**src/logic/adc_seq_pkg.sv**
```systemverilog
// shared constants for the converter sequencer and its register slave
package adc_seq_pkg;
   localparam int ADDR_W = 8;
   // register byte addresses
   localparam logic [7:0] OFF_CTRL = 8'h00;
   localparam logic [7:0] OFF_CTRL2 = 8'h04;
   localparam logic [7:0] OFF_OFFP = 8'h08;
   localparam logic [7:0] OFF_OFFN = 8'h0c;
   localparam logic [7:0] OFF_RESULT = 8'h10;
   localparam logic [7:0] OFF_CLEAR = 8'h14;
   // ctrl field positions
   localparam int B_GO = 0;
   localparam int B_SE = 1;
   localparam int B_CHOP = 2;
   localparam int B_MUTE = 3;
   localparam int B_SIGN = 4;
   localparam int B_DONE = 5;
   // ctrl2 field positions
   localparam int B_ATTN = 0;
   localparam int B_LOAD = 2;
   localparam int B_NRS = 4;
   localparam int B_SMPL = 8;
   localparam int B_SDEL = 16;
   // timing
   localparam int SMPL_UNIT = 8;
   localparam int HS_SMPL = 2;
   localparam int HS_CONV = 2;
   localparam int HS_SYNC = 2;
   localparam int HS_TOTAL = HS_SMPL + HS_CONV + HS_SYNC;
   localparam logic [9:0] TRIM_RESET = 10'h200;
   localparam logic [1:0] RESP_OKAY = 2'b00;
   localparam logic [1:0] RESP_SLVERR = 2'b10;
   typedef enum logic [3:0] {
      ST_IDLE = 4'b0001,
      ST_SAMPLE = 4'b0010,
      ST_STORE = 4'b0100,
      ST_DONE = 4'b1000
   } seq_state_t;
endpackage

```
**src/logic/adc_conversion_sequencer.sv**
```systemverilog
// successive-approximation converter sequencer with AXI4-Lite registers
// Functional notes
// - delay zero: store after six-cycle handshake
// - delay nonzero: store at delay expiry
// - conversion unfinished at expiry: restore previous value
// - nonzero exponent: average two-power samples
// - result is 16-bit left aligned
// - chopper: two conversions, inverted sign, averaged
// - chop with averaging alternates sign each conversion
// - two-bit attenuation select drives attenuator
// - mute connects input to half reference
// - sign bit inverts offset, chopper overrides
// - regulator load enable drives 20 uA load
// - offset trims shift zero and full scale
// - go stays set while busy, done flag
// - fixed delay waits setting plus one cycles
// - sampling lasts eight cycles per unit
//
// Implementation choices: the placing of the registers and register access over AXI4-Lite.
`timescale 1ns/10ps
module adc_conversion_sequencer
   import adc_seq_pkg::*;
#(
   parameter int DATA_W = 10,
   parameter int NRS_W = 3,
   parameter int SMPL_W = 4,
   parameter int SDEL_W = 8
) (
   input wire logic aclk,
   input wire logic aresetn,
   input wire logic [ADDR_W-1:0] s_axi_awaddr,
   input wire logic s_axi_awvalid,
   output logic s_axi_awready,
   input wire logic [31:0] s_axi_wdata,
   input wire logic [3:0] s_axi_wstrb,
   input wire logic s_axi_wvalid,
   output logic s_axi_wready,
   output logic [1:0] s_axi_bresp,
   output logic s_axi_bvalid,
   input wire logic s_axi_bready,
   input wire logic [ADDR_W-1:0] s_axi_araddr,
   input wire logic s_axi_arvalid,
   output logic s_axi_arready,
   output logic [31:0] s_axi_rdata,
   output logic [1:0] s_axi_rresp,
   output logic s_axi_rvalid,
   input wire logic s_axi_rready,
   // analog core side
   output logic core_sample,
   output logic core_start,
   input wire logic core_ready,
   input wire logic [DATA_W-1:0] core_data,
   output logic offset_sign,
   output logic input_mute,
   output logic single_ended_select,
   output logic [1:0] attenuation_select,
   output logic regulator_load_enable,
   output logic [DATA_W-1:0] positive_offset_trim,
   output logic [DATA_W-1:0] negative_offset_trim
);
   localparam int ACC_W = DATA_W + (1 << NRS_W);
   localparam int CNT_W = SMPL_W + SDEL_W + 4;

   // pin inputs from the analog core pass two flops
   logic ready_s1, ready_s2, ready_s3;
   logic [DATA_W-1:0] data_s1, data_s2;

   // register state
   logic go, chopper_enable, conversion_done_flag, offset_sign_invert;
   logic [NRS_W-1:0] average_exponent;
   logic [SMPL_W-1:0] sample_time_setting;
   logic [SDEL_W-1:0] store_delay_cycles;
   logic [15:0] conversion_result;
   logic [DATA_W-1:0] last_sample;
   logic aw_hold, w_hold;
   logic [ADDR_W-1:0] aw_addr;
   logic [31:0] w_data;

   // sequencer state
   seq_state_t state, next_state;
   logic [CNT_W-1:0] cnt, next_cnt;
   logic [ACC_W-1:0] acc, next_acc;
   logic [8:0] conv_left, next_conv_left;
   logic chop_phase, next_chop_phase;
   logic got_ready, next_got_ready;
   logic [DATA_W-1:0] next_last_sample;
   logic store_evt, next_store_evt;
   logic [15:0] next_result;

   function automatic logic [8:0] conv_count(input logic [NRS_W-1:0] e,
                                             input logic chop);
      logic [8:0] n;
      n = 9'(1) << e;
      if (chop && e == '0)
         n = 9'd2;
      return n;
   endfunction

   function automatic logic [15:0] align_avg(input logic [ACC_W-1:0] a,
                                             input logic [8:0] n);
      logic [ACC_W+15:0] w;
      w = {a, 16'h0000};
      // divide by sample count, left align the extra bits
      w = w >> ($clog2(32'(n)) + DATA_W);
      return w[15:0];
   endfunction

   wire write_go = aw_hold && w_hold;
   wire sdel_zero = (store_delay_cycles == '0);

   always_comb begin
      next_state = state;
      next_cnt = cnt;
      next_acc = acc;
      next_conv_left = conv_left;
      next_chop_phase = chop_phase;
      next_got_ready = got_ready;
      next_last_sample = last_sample;
      next_store_evt = 1'b0;
      next_result = conversion_result;
      case (state)
         ST_IDLE: begin
            // go is still high in the cycle after completion; no restart
            if (go && !store_evt) begin
               next_state = ST_SAMPLE;
               next_acc = '0;
               next_conv_left = conv_count(average_exponent, chopper_enable);
               next_chop_phase = 1'b0;
               next_cnt = CNT_W'(SMPL_UNIT) * CNT_W'(sample_time_setting);
            end
         end
         ST_SAMPLE: begin
            if (cnt <= CNT_W'(1)) begin
               next_state = ST_STORE;
               next_got_ready = 1'b0;
               if (sdel_zero)
                  next_cnt = CNT_W'(HS_TOTAL);
               else
                  next_cnt = CNT_W'(store_delay_cycles) + CNT_W'(1);
            end else begin
               next_cnt = cnt - CNT_W'(1);
            end
         end
         ST_STORE: begin
            if (ready_s2 && !ready_s3)
               next_got_ready = 1'b1;
            // handshake waits on ready, fixed delay does not
            if (cnt <= CNT_W'(1) && (!sdel_zero || got_ready)) begin
               // late conversion reuses previous sample
               if (got_ready || (ready_s2 && !ready_s3))
                  next_last_sample = data_s2;
               next_acc = acc + ACC_W'(got_ready || (ready_s2 && !ready_s3) ?
                  data_s2 : last_sample);
               next_chop_phase = ~chop_phase;
               if (conv_left <= 9'd1) begin
                  next_state = ST_DONE;
               end else begin
                  next_conv_left = conv_left - 9'd1;
                  next_state = ST_SAMPLE;
                  next_cnt = CNT_W'(SMPL_UNIT) * CNT_W'(sample_time_setting);
               end
            end else if (cnt > CNT_W'(1)) begin
               next_cnt = cnt - CNT_W'(1);
            end
         end
         ST_DONE: begin
            next_result = align_avg(acc,
               conv_count(average_exponent, chopper_enable));
            next_store_evt = 1'b1;
            next_state = ST_IDLE;
         end
         default: next_state = ST_IDLE;
      endcase
   end

   always_ff @(posedge aclk) begin
      if (!aresetn) begin
         state <= ST_IDLE;
         cnt <= '0;
         acc <= '0;
         conv_left <= '0;
         chop_phase <= 1'b0;
         got_ready <= 1'b0;
         last_sample <= '0;
         store_evt <= 1'b0;
         conversion_result <= '0;
         ready_s1 <= 1'b0;
         ready_s2 <= 1'b0;
         ready_s3 <= 1'b0;
         data_s1 <= '0;
         data_s2 <= '0;
      end else begin
         state <= next_state;
         cnt <= next_cnt;
         acc <= next_acc;
         conv_left <= next_conv_left;
         chop_phase <= next_chop_phase;
         got_ready <= next_got_ready;
         last_sample <= next_last_sample;
         store_evt <= next_store_evt;
         conversion_result <= next_result;
         ready_s1 <= core_ready;
         ready_s2 <= ready_s1;
         ready_s3 <= ready_s2;
         data_s1 <= core_data;
         data_s2 <= data_s1;
      end
   end

   // register slave: write needs both channels, one write in flight
   logic next_go, next_done, next_chop, next_sign_inv, next_mute, next_se;
   logic [1:0] next_attn;
   logic next_load;
   logic [NRS_W-1:0] next_nrs;
   logic [SMPL_W-1:0] next_smpl;
   logic [SDEL_W-1:0] next_sdel;
   logic [DATA_W-1:0] next_offp, next_offn;
   logic next_aw_hold, next_w_hold, next_bvalid, next_rvalid;
   logic [ADDR_W-1:0] next_aw_addr;
   logic [31:0] next_w_data, next_rdata;
   logic [1:0] next_bresp, next_rresp;

   always_comb begin
      next_go = go;
      next_done = conversion_done_flag;
      next_chop = chopper_enable;
      next_sign_inv = offset_sign_invert;
      next_mute = input_mute;
      next_se = single_ended_select;
      next_attn = attenuation_select;
      next_load = regulator_load_enable;
      next_nrs = average_exponent;
      next_smpl = sample_time_setting;
      next_sdel = store_delay_cycles;
      next_offp = positive_offset_trim;
      next_offn = negative_offset_trim;
      next_aw_hold = aw_hold;
      next_w_hold = w_hold;
      next_aw_addr = aw_addr;
      next_w_data = w_data;
      next_bvalid = s_axi_bvalid;
      next_bresp = s_axi_bresp;
      next_rvalid = s_axi_rvalid;
      next_rdata = s_axi_rdata;
      next_rresp = s_axi_rresp;
      if (s_axi_awvalid && s_axi_awready) begin
         next_aw_hold = 1'b1;
         next_aw_addr = s_axi_awaddr;
      end
      if (s_axi_wvalid && s_axi_wready) begin
         next_w_hold = 1'b1;
         next_w_data = s_axi_wdata;
      end
      if (s_axi_bvalid && s_axi_bready)
         next_bvalid = 1'b0;
      if (write_go) begin
         next_aw_hold = 1'b0;
         next_w_hold = 1'b0;
         next_bvalid = 1'b1;
         next_bresp = RESP_OKAY;
         case (aw_addr)
            OFF_CTRL: begin
               // the go bit of a write while busy is ignored; se, chop, mute and sign still update
               if (w_data[B_GO] && !go)
                  next_go = 1'b1;
               next_se = w_data[B_SE];
               next_chop = w_data[B_CHOP];
               next_mute = w_data[B_MUTE];
               next_sign_inv = w_data[B_SIGN];
            end
            OFF_CTRL2: begin
               next_attn = w_data[B_ATTN +: 2];
               next_load = w_data[B_LOAD];
               next_nrs = w_data[B_NRS +: NRS_W];
               next_smpl = w_data[B_SMPL +: SMPL_W];
               next_sdel = w_data[B_SDEL +: SDEL_W];
            end
            OFF_OFFP: next_offp = w_data[DATA_W-1:0];
            OFF_OFFN: next_offn = w_data[DATA_W-1:0];
            OFF_CLEAR: next_done = 1'b0;
            OFF_RESULT: ;
            default: next_bresp = RESP_SLVERR;
         endcase
      end
      // completion clears go and sets done; set wins over clear
      if (store_evt) begin
         next_go = 1'b0;
         next_done = 1'b1;
      end
      if (s_axi_rvalid && s_axi_rready)
         next_rvalid = 1'b0;
      if (s_axi_arvalid && s_axi_arready) begin
         next_rvalid = 1'b1;
         next_rresp = RESP_OKAY;
         next_rdata = '0;
         case (s_axi_araddr)
            OFF_CTRL: begin
               next_rdata[B_GO] = go;
               next_rdata[B_SE] = single_ended_select;
               next_rdata[B_CHOP] = chopper_enable;
               next_rdata[B_MUTE] = input_mute;
               next_rdata[B_SIGN] = offset_sign_invert;
               next_rdata[B_DONE] = conversion_done_flag;
            end
            OFF_CTRL2: begin
               next_rdata[B_ATTN +: 2] = attenuation_select;
               next_rdata[B_LOAD] = regulator_load_enable;
               next_rdata[B_NRS +: NRS_W] = average_exponent;
               next_rdata[B_SMPL +: SMPL_W] = sample_time_setting;
               next_rdata[B_SDEL +: SDEL_W] = store_delay_cycles;
            end
            OFF_OFFP: next_rdata[DATA_W-1:0] = positive_offset_trim;
            OFF_OFFN: next_rdata[DATA_W-1:0] = negative_offset_trim;
            OFF_RESULT: next_rdata[15:0] = conversion_result;
            OFF_CLEAR: ;
            default: next_rresp = RESP_SLVERR;
         endcase
      end
   end

   always_ff @(posedge aclk) begin
      if (!aresetn) begin
         go <= 1'b0;
         conversion_done_flag <= 1'b0;
         chopper_enable <= 1'b0;
         offset_sign_invert <= 1'b0;
         input_mute <= 1'b0;
         single_ended_select <= 1'b0;
         attenuation_select <= 2'b00;
         regulator_load_enable <= 1'b0;
         average_exponent <= '0;
         sample_time_setting <= '0;
         store_delay_cycles <= '0;
         positive_offset_trim <= TRIM_RESET;
         negative_offset_trim <= TRIM_RESET;
         aw_hold <= 1'b0;
         w_hold <= 1'b0;
         aw_addr <= '0;
         w_data <= '0;
         s_axi_bvalid <= 1'b0;
         s_axi_bresp <= RESP_OKAY;
         s_axi_rvalid <= 1'b0;
         s_axi_rdata <= '0;
         s_axi_rresp <= RESP_OKAY;
         s_axi_awready <= 1'b0;
         s_axi_wready <= 1'b0;
         s_axi_arready <= 1'b0;
         core_sample <= 1'b0;
         core_start <= 1'b0;
         offset_sign <= 1'b0;
      end else begin
         go <= next_go;
         conversion_done_flag <= next_done;
         chopper_enable <= next_chop;
         offset_sign_invert <= next_sign_inv;
         single_ended_select <= next_se;
         attenuation_select <= next_attn;
         regulator_load_enable <= next_load;
         average_exponent <= next_nrs;
         sample_time_setting <= next_smpl;
         store_delay_cycles <= next_sdel;
         positive_offset_trim <= next_offp;
         negative_offset_trim <= next_offn;
         input_mute <= next_mute;
         aw_hold <= next_aw_hold;
         w_hold <= next_w_hold;
         aw_addr <= next_aw_addr;
         w_data <= next_w_data;
         s_axi_bvalid <= next_bvalid;
         s_axi_bresp <= next_bresp;
         s_axi_rvalid <= next_rvalid;
         s_axi_rdata <= next_rdata;
         s_axi_rresp <= next_rresp;
         // ready only when the holding slot is free and no answer pending
         s_axi_awready <= !next_aw_hold && !next_bvalid &&
            !(s_axi_awvalid && s_axi_awready);
         s_axi_wready <= !next_w_hold && !next_bvalid &&
            !(s_axi_wvalid && s_axi_wready);
         s_axi_arready <= !next_rvalid && !(s_axi_arvalid && s_axi_arready);
         core_sample <= (next_state == ST_SAMPLE);
         core_start <= (next_state == ST_STORE) && (state != ST_STORE);
         // chopper alternates the sign itself, overriding the bit
         offset_sign <= chopper_enable ? next_chop_phase : next_sign_inv;
      end
   end
endmodule // adc_conversion_sequencer

```
**config.mk**
```make
export PLATFORM = sky130hd
export DESIGN_NAME = adc_conversion_sequencer
export DESIGN_NICKNAME = d
export VERILOG_FILES = /design/src/logic/adc_seq_pkg.sv /design/src/logic/adc_conversion_sequencer.sv
export SDC_FILE = /design/constraint.sdc
export NUM_CORES = 1
export LEC_CHECK = 0
export BUFFER_PORTS_ARGS = -buffer_cell sky130_fd_sc_hd__buf_2
export CAP_MARGIN = 20
export CORE_MARGIN = 1.5
export CORE_UTILIZATION = 55
export CTS_CLUSTER_DIAMETER = 50
export DETAILED_ROUTE_END_ITERATION = 8
export PLACE_DENSITY = 0.85
export RECOVER_POWER = 50
export SYNTH_ARGS = -nofsm -noshare
export SYNTH_HDL_FRONTEND = slang
export SYNTH_SLANG_ARGS = --single-unit
```
**constraint.sdc**
```tcl
create_clock -name aclk -period 3.7 [get_ports aclk]
set_clock_uncertainty 0.2 [all_clocks]
set_input_delay 0.74 -clock aclk [delete_from_list [all_inputs] [get_ports aclk]]
set_output_delay 0.74 -clock aclk [all_outputs]
set_load 0.005 [all_outputs]
```
== Word level (Yosys, flattened, before mapping) ==
Cells that the tools add are included.

* Register bits: 213
* Logic and storage cells: 220
* Input port bits: 70

* Reduce and logical (&&, ||, !) cells: 54
* Bitwise operators: 2
* Mux-type cells: 87
* Equal/unequal tests: 24
* Magnitude comparators: 3
* Add/sub/neg operators: 6
* Shift-type cells: 2

{| class="wikitable"
|+ Operators by type and width
! operator !! count
|-
| two-way mux 16 bit || 5
|-
| two-way mux 5 bit || 16
|-
| two-way mux 9 bit || 6
|-
| two-way mux 4 bit || 13
|-
| one-hot mux 16 bit (3 select lines) || 1
|-
| two-way mux 18 bit || 2
|-
| one-hot mux 18 bit (2 select lines) || 1
|-
| right shift 34 x 7 -> 16 bit || 1
|-
| equality test 8 x 4 -> 1 bit (second input constant) || 4
|-
| equality test 8 x 5 -> 1 bit (second input constant) || 4
|-
| nonzero test 32 bit || 1
|-
| zero test 8 bit || 3
|-
| two-way mux 1 bit || 20
|-
| adder 18 x 10 -> 18 bit || 1
|-
| one-hot mux 9 bit (2 select lines) || 1
|-
| logical AND 1 bit || 17
|-
| equality test 8 x 3 -> 1 bit (second input constant) || 2
|-
| greater-than comparator 16 x 1 -> 1 bit (second input constant) || 1
|-
| less-or-equal comparator 16 x 1 -> 1 bit (second input constant) || 1
|-
| subtractor 16 x 1 -> 16 bit (second input constant) || 1
|-
| one-hot mux 3 bit (5 select lines) || 1
|-
| two-way mux 3 bit || 4
|-
| two-way mux 6 bit || 2
|-
| one-hot mux 4 bit (3 select lines) || 1
|-
| 33 further kinds || 69
|}

== Depth between registers and ports, before layout ==
Gate-level depths: netlist (run 1).

* Depth in word-level cells: 40
* Gate-level depth with buffers: 13
* Depth with buffers taken out: 12

== Worst setup path after synthesis (run 1) ==
Ideal clock, no wire load.

* Kind: flip-flop to flip-flop
* From: register ready_s2
* To: register acc[14]
* Required time: 3.429 ns
* Cell stages (with the launch flop): 14
* Library setup time: 0.071 ns
* Setup slack: 0.502 ns
* Period minus slack after synthesis: 3.198 ns
* Arrival: 2.927 ns
* Path through: dfxtp_1 > nor2b_1 > nor2_1 > clkbuf_1 > mux2_2 > ha_1 > inv_1 > fa_1 > nand2b_1 > a21oi_1 > nor4b_1 > o21a_1 > or4_1 > a21oi_1

* Cells in the longest elaborated chain, start to end: 6

{| class="wikitable"
|+ RTL lines
! what !! RTL line !! text
|-
| start, declared || adc_conversion_sequencer.sv:65 || <nowiki>logic ready_s1, ready_s2, ready_s3;</nowiki>
|-
| start signal, assigned || adc_conversion_sequencer.sv:203 || <nowiki>ready_s2 <= ready_s1;</nowiki>
|-
| logical AND 1 bit || adc_conversion_sequencer.sv:152 || <nowiki>next_acc = acc + ACC_W'(got_ready || (ready_s2 && !ready_s3) ?</nowiki>
|-
| logical OR 1 bit || adc_conversion_sequencer.sv:152 ||
|-
| two-way mux 10 bit || adc_conversion_sequencer.sv:152 ||
|-
| adder 18 x 10 -> 18 bit || adc_conversion_sequencer.sv:152 ||
|-
| two-way mux 18 bit || adc_conversion_sequencer.sv:148 || <nowiki>if (cnt <= CNT_W'(1) && (!sdel_zero || got_ready)) begin</nowiki>
|-
| one-hot mux 18 bit (2 select lines) || adc_conversion_sequencer.sv:121 || <nowiki>case (state)</nowiki>
|-
| end signal, assigned || adc_conversion_sequencer.sv:195 || <nowiki>acc <= next_acc;</nowiki>
|-
| end, declared || adc_conversion_sequencer.sv:82 || <nowiki>logic [ACC_W-1:0] acc, next_acc;</nowiki>
|}

No other way between the ends. The select of a mux whose other input is x is not followed.
A chain may end at the register's enable or synchronous reset.

== Worst setup path in the final report (run 1) ==
Ends and elaborated chain as after synthesis.

==> results of run 1 <==
==> stage by stage <==
stage	hold slack (ns)	utilization (%)	setup slack (ns)	instances	area, um2
CTS	0.231	64.8	0.257	1458	11200
global placement	0.215	60.5	0.427	1420	10500
finish	0.232	64.5	0.173	1458	11100
floorplan	0.212	-	0.502	1136	9760
global route	0.242	64.5	0.106	1458	11100
detailed placement	0.220	60.5	0.330	1420	10500
==> synth_stat cells, drive strengths merged (5+ instances only) <==
cell	count	share of area (%)
dfxtp	206	42
nand2	134	5.2
nor2	131	5.1
a21oi	107	5.5
mux2i	61	6.3
clkbuf	54	2.1
o21ai	46	2.4
nand3	35	1.8
and2	30	1.9
nor3	26	1.3
buf	23	1.5
mux2	22	2.5
inv	20	0.77
ha	18	2.3
a211oi	16	1.3
or3	13	0.84
xnor2	13	1.2
a221oi	11	0.99
nor4	10	1.1
nor4b	9	0.94
and3	8	0.51
nand4	8	0.51
or4	8	0.66
xor2	8	0.72
a22oi	7	0.54
a31oi	7	0.45
nand2b	7	0.53
a21o	6	0.46
o22ai	6	0.39
nand3b	5	0.39
o221a	5	0.58
o32ai	5	0.45
==> cell usage in the layout (no fill, tap or decap), types with 14 or more instances in the layout <==
cell / n
a211oi_1: 14
a21oi_1: 107
and2_1: 17
buf_2: 71
buf_4: 20
clkbuf_1: 46
clkbuf_16: 23
dfxtp_1: 206
ha_1: 18
inv_1: 20
mux2_2: 22
mux2i_1: 61
nand2_1: 134
nand3_1: 35
nor2_1: 130
nor3_1: 26
o21ai_0: 41
==> how the worst max path moves through the flow <==
stage / from / endpoint / slack, ns / cells after the start
2_1_floorplan: ready_s2$_SDFF_PN0_ / acc[14]$_SDFFE_PN0P_ / 0.50 / 13
3_3_place_gp: ready_s2$_SDFF_PN0_ / acc[14]$_SDFFE_PN0P_ / 0.43 / 12
3_5_place_dp: ready_s2$_SDFF_PN0_ / acc[14]$_SDFFE_PN0P_ / 0.33 / 12
4_1_cts: ready_s2$_SDFF_PN0_ / acc[14]$_SDFFE_PN0P_ / 0.26 / 12
5_1_grt: ready_s2$_SDFF_PN0_ / acc[14]$_SDFFE_PN0P_ / 0.11 / 12
6_report: ready_s2$_SDFF_PN0_ / acc[14]$_SDFFE_PN0P_ / 0.17 / 12
==> critical path, cell delays in order (launching register included) <==
cell	delay (ns)
dfxtp_1	0.32
nor2b_1	0.40
nor2_1	0.20
mux2_2	0.27
ha_1	0.16
inv_1	0.06
fa_1	0.39
nand2b_1	0.20
a21oi_1	0.28
nor4b_1	0.10
o21a_1	0.25
or4_1	0.44
a21oi_1	0.17
==> power by group through the flow <==
stage	sequential, uW	combinational (uW)	clock [uW]
after global routing	2290	208	2390
after detailed placement	2340	188	0
final	2290	188	2300
after floorplan	2330	123	0
after global placement	2340	183	0
after CTS	2290	190	2310
==> state kept, by name (all words and copies together) (netlist names), 2 cells and up <==
register              count
average_exponent          3
conversion_result        16
negative_offset_trim     10
data_s2                  10
attenuation_select        2
acc                      17
s_axi_rdata              24
conv_left                 9
store_delay_cycles        8
w_data                   20
sample_time_setting       4
data_s1                  10
positive_offset_trim     10
last_sample              10
aw_addr                   8
state                     4
cnt                      16
==> metal layers <==
metal	GRT usage, %	share of wire [%]
met1	35.7	43
met2	44.9	47
met3	4.29	6.7
met4	12.6	3.7
met5	0	0
==> layout make-up <==
type	count	area, um2	share of cell area [%]
Multi-Input combinational cell	832	5240	47.0
Tap cell	225	282	2.53
Sequential cell	206	4120	37.0
Inverter	21	80.1	0.718
Clock buffer	29	618	5.54
Timing Repair Buffer	136	677	6.07
Clock inverter	9	133	1.19
==> kinds of logic (layout without fill, tap and decap cells) <==
group | after synthesis | in the layout | synth area share [%]
DFF | 206 | 206 | 42.4
xor gates and xnor gates | 21 | 21 | 1.89
adders and majority gates | 19 | 19 | 2.52
AOI/OAI and AO/OA | 254 | 254 | 16.7
muxes | 86 | 86 | 9.52
buffers and inverters | 98 | 195 | 4.42
and+or+nand+nor | 442 | 442 | 22.5
other | 1 | 10 | 0.0385
==> impl_metrics.py, run 1 <==
metrics = {
    "pwr": {
        "ir_drop_mv": 0.426,
        "p_sw_share_pct": 22.1,
        "power.total_uw": 4770,
        "power_density_mw_per_mm2": 428,
        "combPwrFrac_pct": 3.9,
        "power.static_leakage_uw": 0.00430,
        "switchingPower_uw": 1060,
        "clockPowerShare_pct": 48.1,
        "intPower_uw": 3720,
        "pwr-share-seq_pct": 48.0,
    },
    "timing": {
        "fin_tns_setup_ns": 0,
        "fin_crit_sh_pct": 95.3,
        "fmax_mhz": 284,
        "post-route-min-period_ns": 3.53,
        "max-slew-margin-rel_pct": -56.2,
        "rsz0062_at_grt": "no",
        "worstMarginPinSlew_ns": 2.34,
        "slew_viol_final": 99,
        "final-hold-violation-count": 0,
        "setup_violations": 0,
    },
    "synth": {
        "synth-edff-count": 0,
        "synth.avg_cell_area_um2": 8.63,
        "syn_area_mm2": 0.00973,
        "synth_seq_area_share_pct": 42.4,
        "ys_warn_count": 0,
        "synth.distinct_cells": 75,
        "postSynthCellCount": 1127,
        "synth_async_sr_flop_share_pct": 0,
        "ys_ff_latch": 206,
        "synth-main-ff-cell": "dfxtp_1",
    },
    "min_path": {
        "min_from": "data_s1[4]$_SDFF_PN0_",
        "hold_end": "data_s2[4]$_SDFF_PN0_",
        "hold_class": "flop to flop",
        "hold_depth": 1,
    },
    "placed_design": {
        "dp_hpwl_um": 17600,
        "place_congestion": 0.922,
        "numPortBuffers": 112,
    },
    "finish": {
        "fillers": 1391,
        "area_delta_synth_final_pct": 14.6,
        "nets": 1308,
        "drive_gt1_share_pct": 14.8,
        "diodes": 0,
    },
    "worst_setup_path": {
        "reg2reg_to": "acc[14]$_SDFFE_PN0P_",
        "worst-path-max-fanout": 8,
        "required_ns": 3.91,
        "end_kind": "flop",
        "critical_path_class": "flop to flop",
        "worstReg2RegStart": "ready_s2$_SDFF_PN0_",
        "reg2reg_slack_ns": 0.17,
        "worstRegToRegCells": 12,
        "crit_arrival_ns": 3.74,
        "cp-start-kind": "flop",
    },
    "floorplan": {
        "dieArea_mm2": 0.0185,
        "core_area_mm2": 0.0173,
        "start_util_pct": 56.2,
        "die_x_um": 136,
        "die_y_um": 136,
        "row_count": 48,
        "io_pins": 139,
    },
    "route": {
        "routed_wl_um": 25600,
        "num_vias": 8796,
        "wire_per_inst_um": 17.5,
        "drcViolationCount": 0,
        "drtIter0Drc": 702,
        "drt_pre_antenna_iters": 7,
        "viasPerCell": 6.03,
        "ant_nets": 0,
    },
    "clock_tree": {
        "cts_num_sinks": 206,
        "clkLatencyLatePin_ns": 0.51,
        "post_cts_resized": 0,
        "cts_tree": "done",
        "htreeDepth": 1,
        "hold_buffers": 0,
        "cts_made_buffers": 22,
        "clockBufferDepth": 3,
        "cts_setup_buffers": 0,
        "clk_pin_slew_ns": 0.06,
        "cts_root_buf": "clkbuf_16",
    },
    "run": {
        "cap_violations": 2,
    },
    "run_status": {
        "violations": "capacitance limit, slew limit",
        "outcome": "complete, but fails checks",
    },
    "global_route": {
        "grt_max_degree": 56,
        "grt_first_pass_wirelength_um": 41000,
        "grtUsageTotal_pct": 27.4,
        "grt_pass1_vias": 8304,
        "gr-total-overflow": 0,
        "grt_antenna_before_repair": 0,
    },
}
Power figures use the tool's default switching activity.
==> inputs of run 2 (changes only) <==
CELL_PAD_IN_SITES_DETAIL_PLACEMENT = 1   (was unset)
CELL_PAD_IN_SITES_GLOBAL_PLACEMENT = 1   (was unset)
CORE_UTILIZATION = 43   (was 55)
PLACE_DENSITY = 0.87   (was 0.85)
==> run 2 against run 1 <==
Against the previous run: the flow still finishes with violations (capacitance limit, slew limit); wire length up 22%; non-clock buffer count is 1 higher; sequential power is essentially flat; power grew 5.8%; combinational power is 5% higher; final area is 1.8% higher; sequential cell count unchanged; clock power rose by 11%; core utilization decreased by 13 points; critical path type unchanged; largest cell class unchanged; highest routed layer unchanged.
==> impl_metrics.py, run 2 (synthesized netlist as in run 1, its figures left out) <==
metrics = {
    "pwr": {
        "power.static_leakage_uw": 0.00434,
        "ir_drop_mv": 0.392,
        "power_density_mw_per_mm2": 445,
    },
    "global_route": {
        "grt_max_degree": 78,
        "gr-total-overflow": 0,
        "grt_pass1_vias": 9500,
        "grt_first_pass_wirelength_um": 50600,
        "grt_antenna_before_repair": 0,
        "grtUsageTotal_pct": 26.3,
    },
    "timing": {
        "setup_violations": 0,
        "slew_viol_final": 78,
        "fmax_mhz": 287,
        "fin_tns_setup_ns": 0,
        "fin_crit_sh_pct": 94.3,
        "max-slew-margin-rel_pct": -0.971,
        "final-hold-violation-count": 0,
        "rsz0062_at_grt": "no",
        "worstMarginPinSlew_ns": 1.51,
        "post-route-min-period_ns": 3.49,
    },
    "worst_setup_path": {
        "end_kind": "flop",
        "cp-start-kind": "flop",
        "critical_path_class": "flop to flop",
        "crit_arrival_ns": 3.75,
        "required_ns": 3.96,
        "worst-path-max-fanout": 8,
    },
    "floorplan": {
        "dieArea_mm2": 0.0235,
        "row_count": 54,
        "die_x_um": 153,
        "start_util_pct": 44.2,
        "core_area_mm2": 0.0220,
        "io_pins": 139,
        "die_y_um": 153,
    },
    "route": {
        "ant_nets": 0,
        "drcViolationCount": 0,
        "drt_pre_antenna_iters": 6,
        "viasPerCell": 5.92,
        "num_vias": 9027,
        "drtIter0Drc": 661,
        "routed_wl_um": 31200,
        "wire_per_inst_um": 20.5,
    },
    "clock_tree": {
        "cts_num_sinks": 206,
        "clockBufferDepth": 3,
        "cts_tree": "done",
        "clk_pin_slew_ns": 0.06,
        "cts_root_buf": "clkbuf_16",
        "cts_made_buffers": 26,
        "hold_buffers": 0,
        "clkLatencyLatePin_ns": 0.53,
        "cts_setup_buffers": 0,
        "htreeDepth": 1,
    },
    "finish": {
        "register_area_mm2": 0.00412,
        "layout_common_cells": "dfxtp_1, nand2_1, nor2_1",
        "nets": 1313,
        "largest_reg_flops": 24,
        "final_common_cell": "dfxtp_1",
        "area_delta_synth_final_pct": 16.7,
        "regMostFlops": "s_axi_rdata",
        "drive_gt1_share_pct": 15.3,
        "fillers": 2639,
        "diodes": 0,
        "reg_top3": "s_axi_rdata (24), w_data (20), acc (17)",
        "multiInputGateArea_mm2": 0.00523,
        "fin_area_mm2": 0.0114,
    },
    "placed_design": {
        "numPortBuffers": 112,
        "dp_hpwl_um": 21000,
        "postPlaceCellArea_mm2": 0.0106,
        "place_congestion": 0.934,
    },
    "run": {
        "cap_violations": 1,
    },
    "run_status": {
        "outcome": "complete, but fails checks",
        "violations": "capacitance limit, slew limit",
    },
    "min_path": {
        "hold_class": "primary input to flop",
    },
}
run 2: cell types whose count changed in the layout (fill, tap and decap cells not counted), sizes merged:
cell,change
clkbuf,+5
clkinvlp,+4
clkinv,+3
bufinv,-1
run 2: area by class of cell:
type	instances	share of cell area, %
clock inverter	15	1.49
tap	280	3.09
sequential	206	36.3
inverter	21	0.694
clock buffer	33	6.33
multi-input combinational	832	46.1
timing repair buffer	137	6.00
run 2: repair_timing:
action / in CTS / in global routing
hold endpoints to repair: 0 / 0
gates resized for setup: 0 / 2
endpoints found under the setup margin: 0 / 8
run 2: final timing paths:
path | startpoint | endpoint | slack, ns | depth (start not counted)
setup / recovery | ready_s2$_SDFF_PN0_ | acc[14]$_SDFFE_PN0P_ | 0.21 | 12
hold / removal | core_data[1] | data_s1[1]$_SDFF_PN0_ | 0.22 | 2
setup reg to reg | ready_s2$_SDFF_PN0_ | acc[14]$_SDFFE_PN0P_ | 0.21 | 12
hold reg to reg | data_s1[8]$_SDFF_PN0_ | data_s2[8]$_SDFF_PN0_ | 0.24 | 1
run 2: routing by layer:
layer	global-route usage, %	up-vias	part of all wire, %
met5	0	-	0
met3	4.42	81	4.9
met1	32.3	4476	42
met2	46.0	268	50
li1	-	4202	-
met4	9.89	0	3.4
run 2: worst max-delay path, stage by stage, from the launching register on:
cell and delay [ns]:
dfxtp_1 0.33, nor2b_1 0.40, nor2_2 0.16, mux2_2 0.25, ha_1 0.17, inv_1 0.06
fa_1 0.39, nand2b_1 0.24, a21oi_1 0.27, nor4b_1 0.11, o21a_1 0.26, or4_1 0.42
a21oi_1 0.15
run 2: stage by stage:
step	hold WS (ns)	total power [uW]	worst slack, ns	util, %	cells
global placement	0.215	2520	0.390	47.9	1476
finish	0.224	5050	0.211	51.5	1524
global route	0.224	5200	0.0139	51.5	1524
floorplan	0.212	2450	0.502	-	1136
detailed placement	0.220	2530	0.267	47.9	1476
CTS	0.212	5080	0.0730	51.9	1524
run 2: where the power goes:
| group | internal, uW | switching [uW] |
|---|---|---|
| sequential | 2260 | 30.7 |
| clock | 1530 | 1030 |
| combinational | 69.0 | 129 |
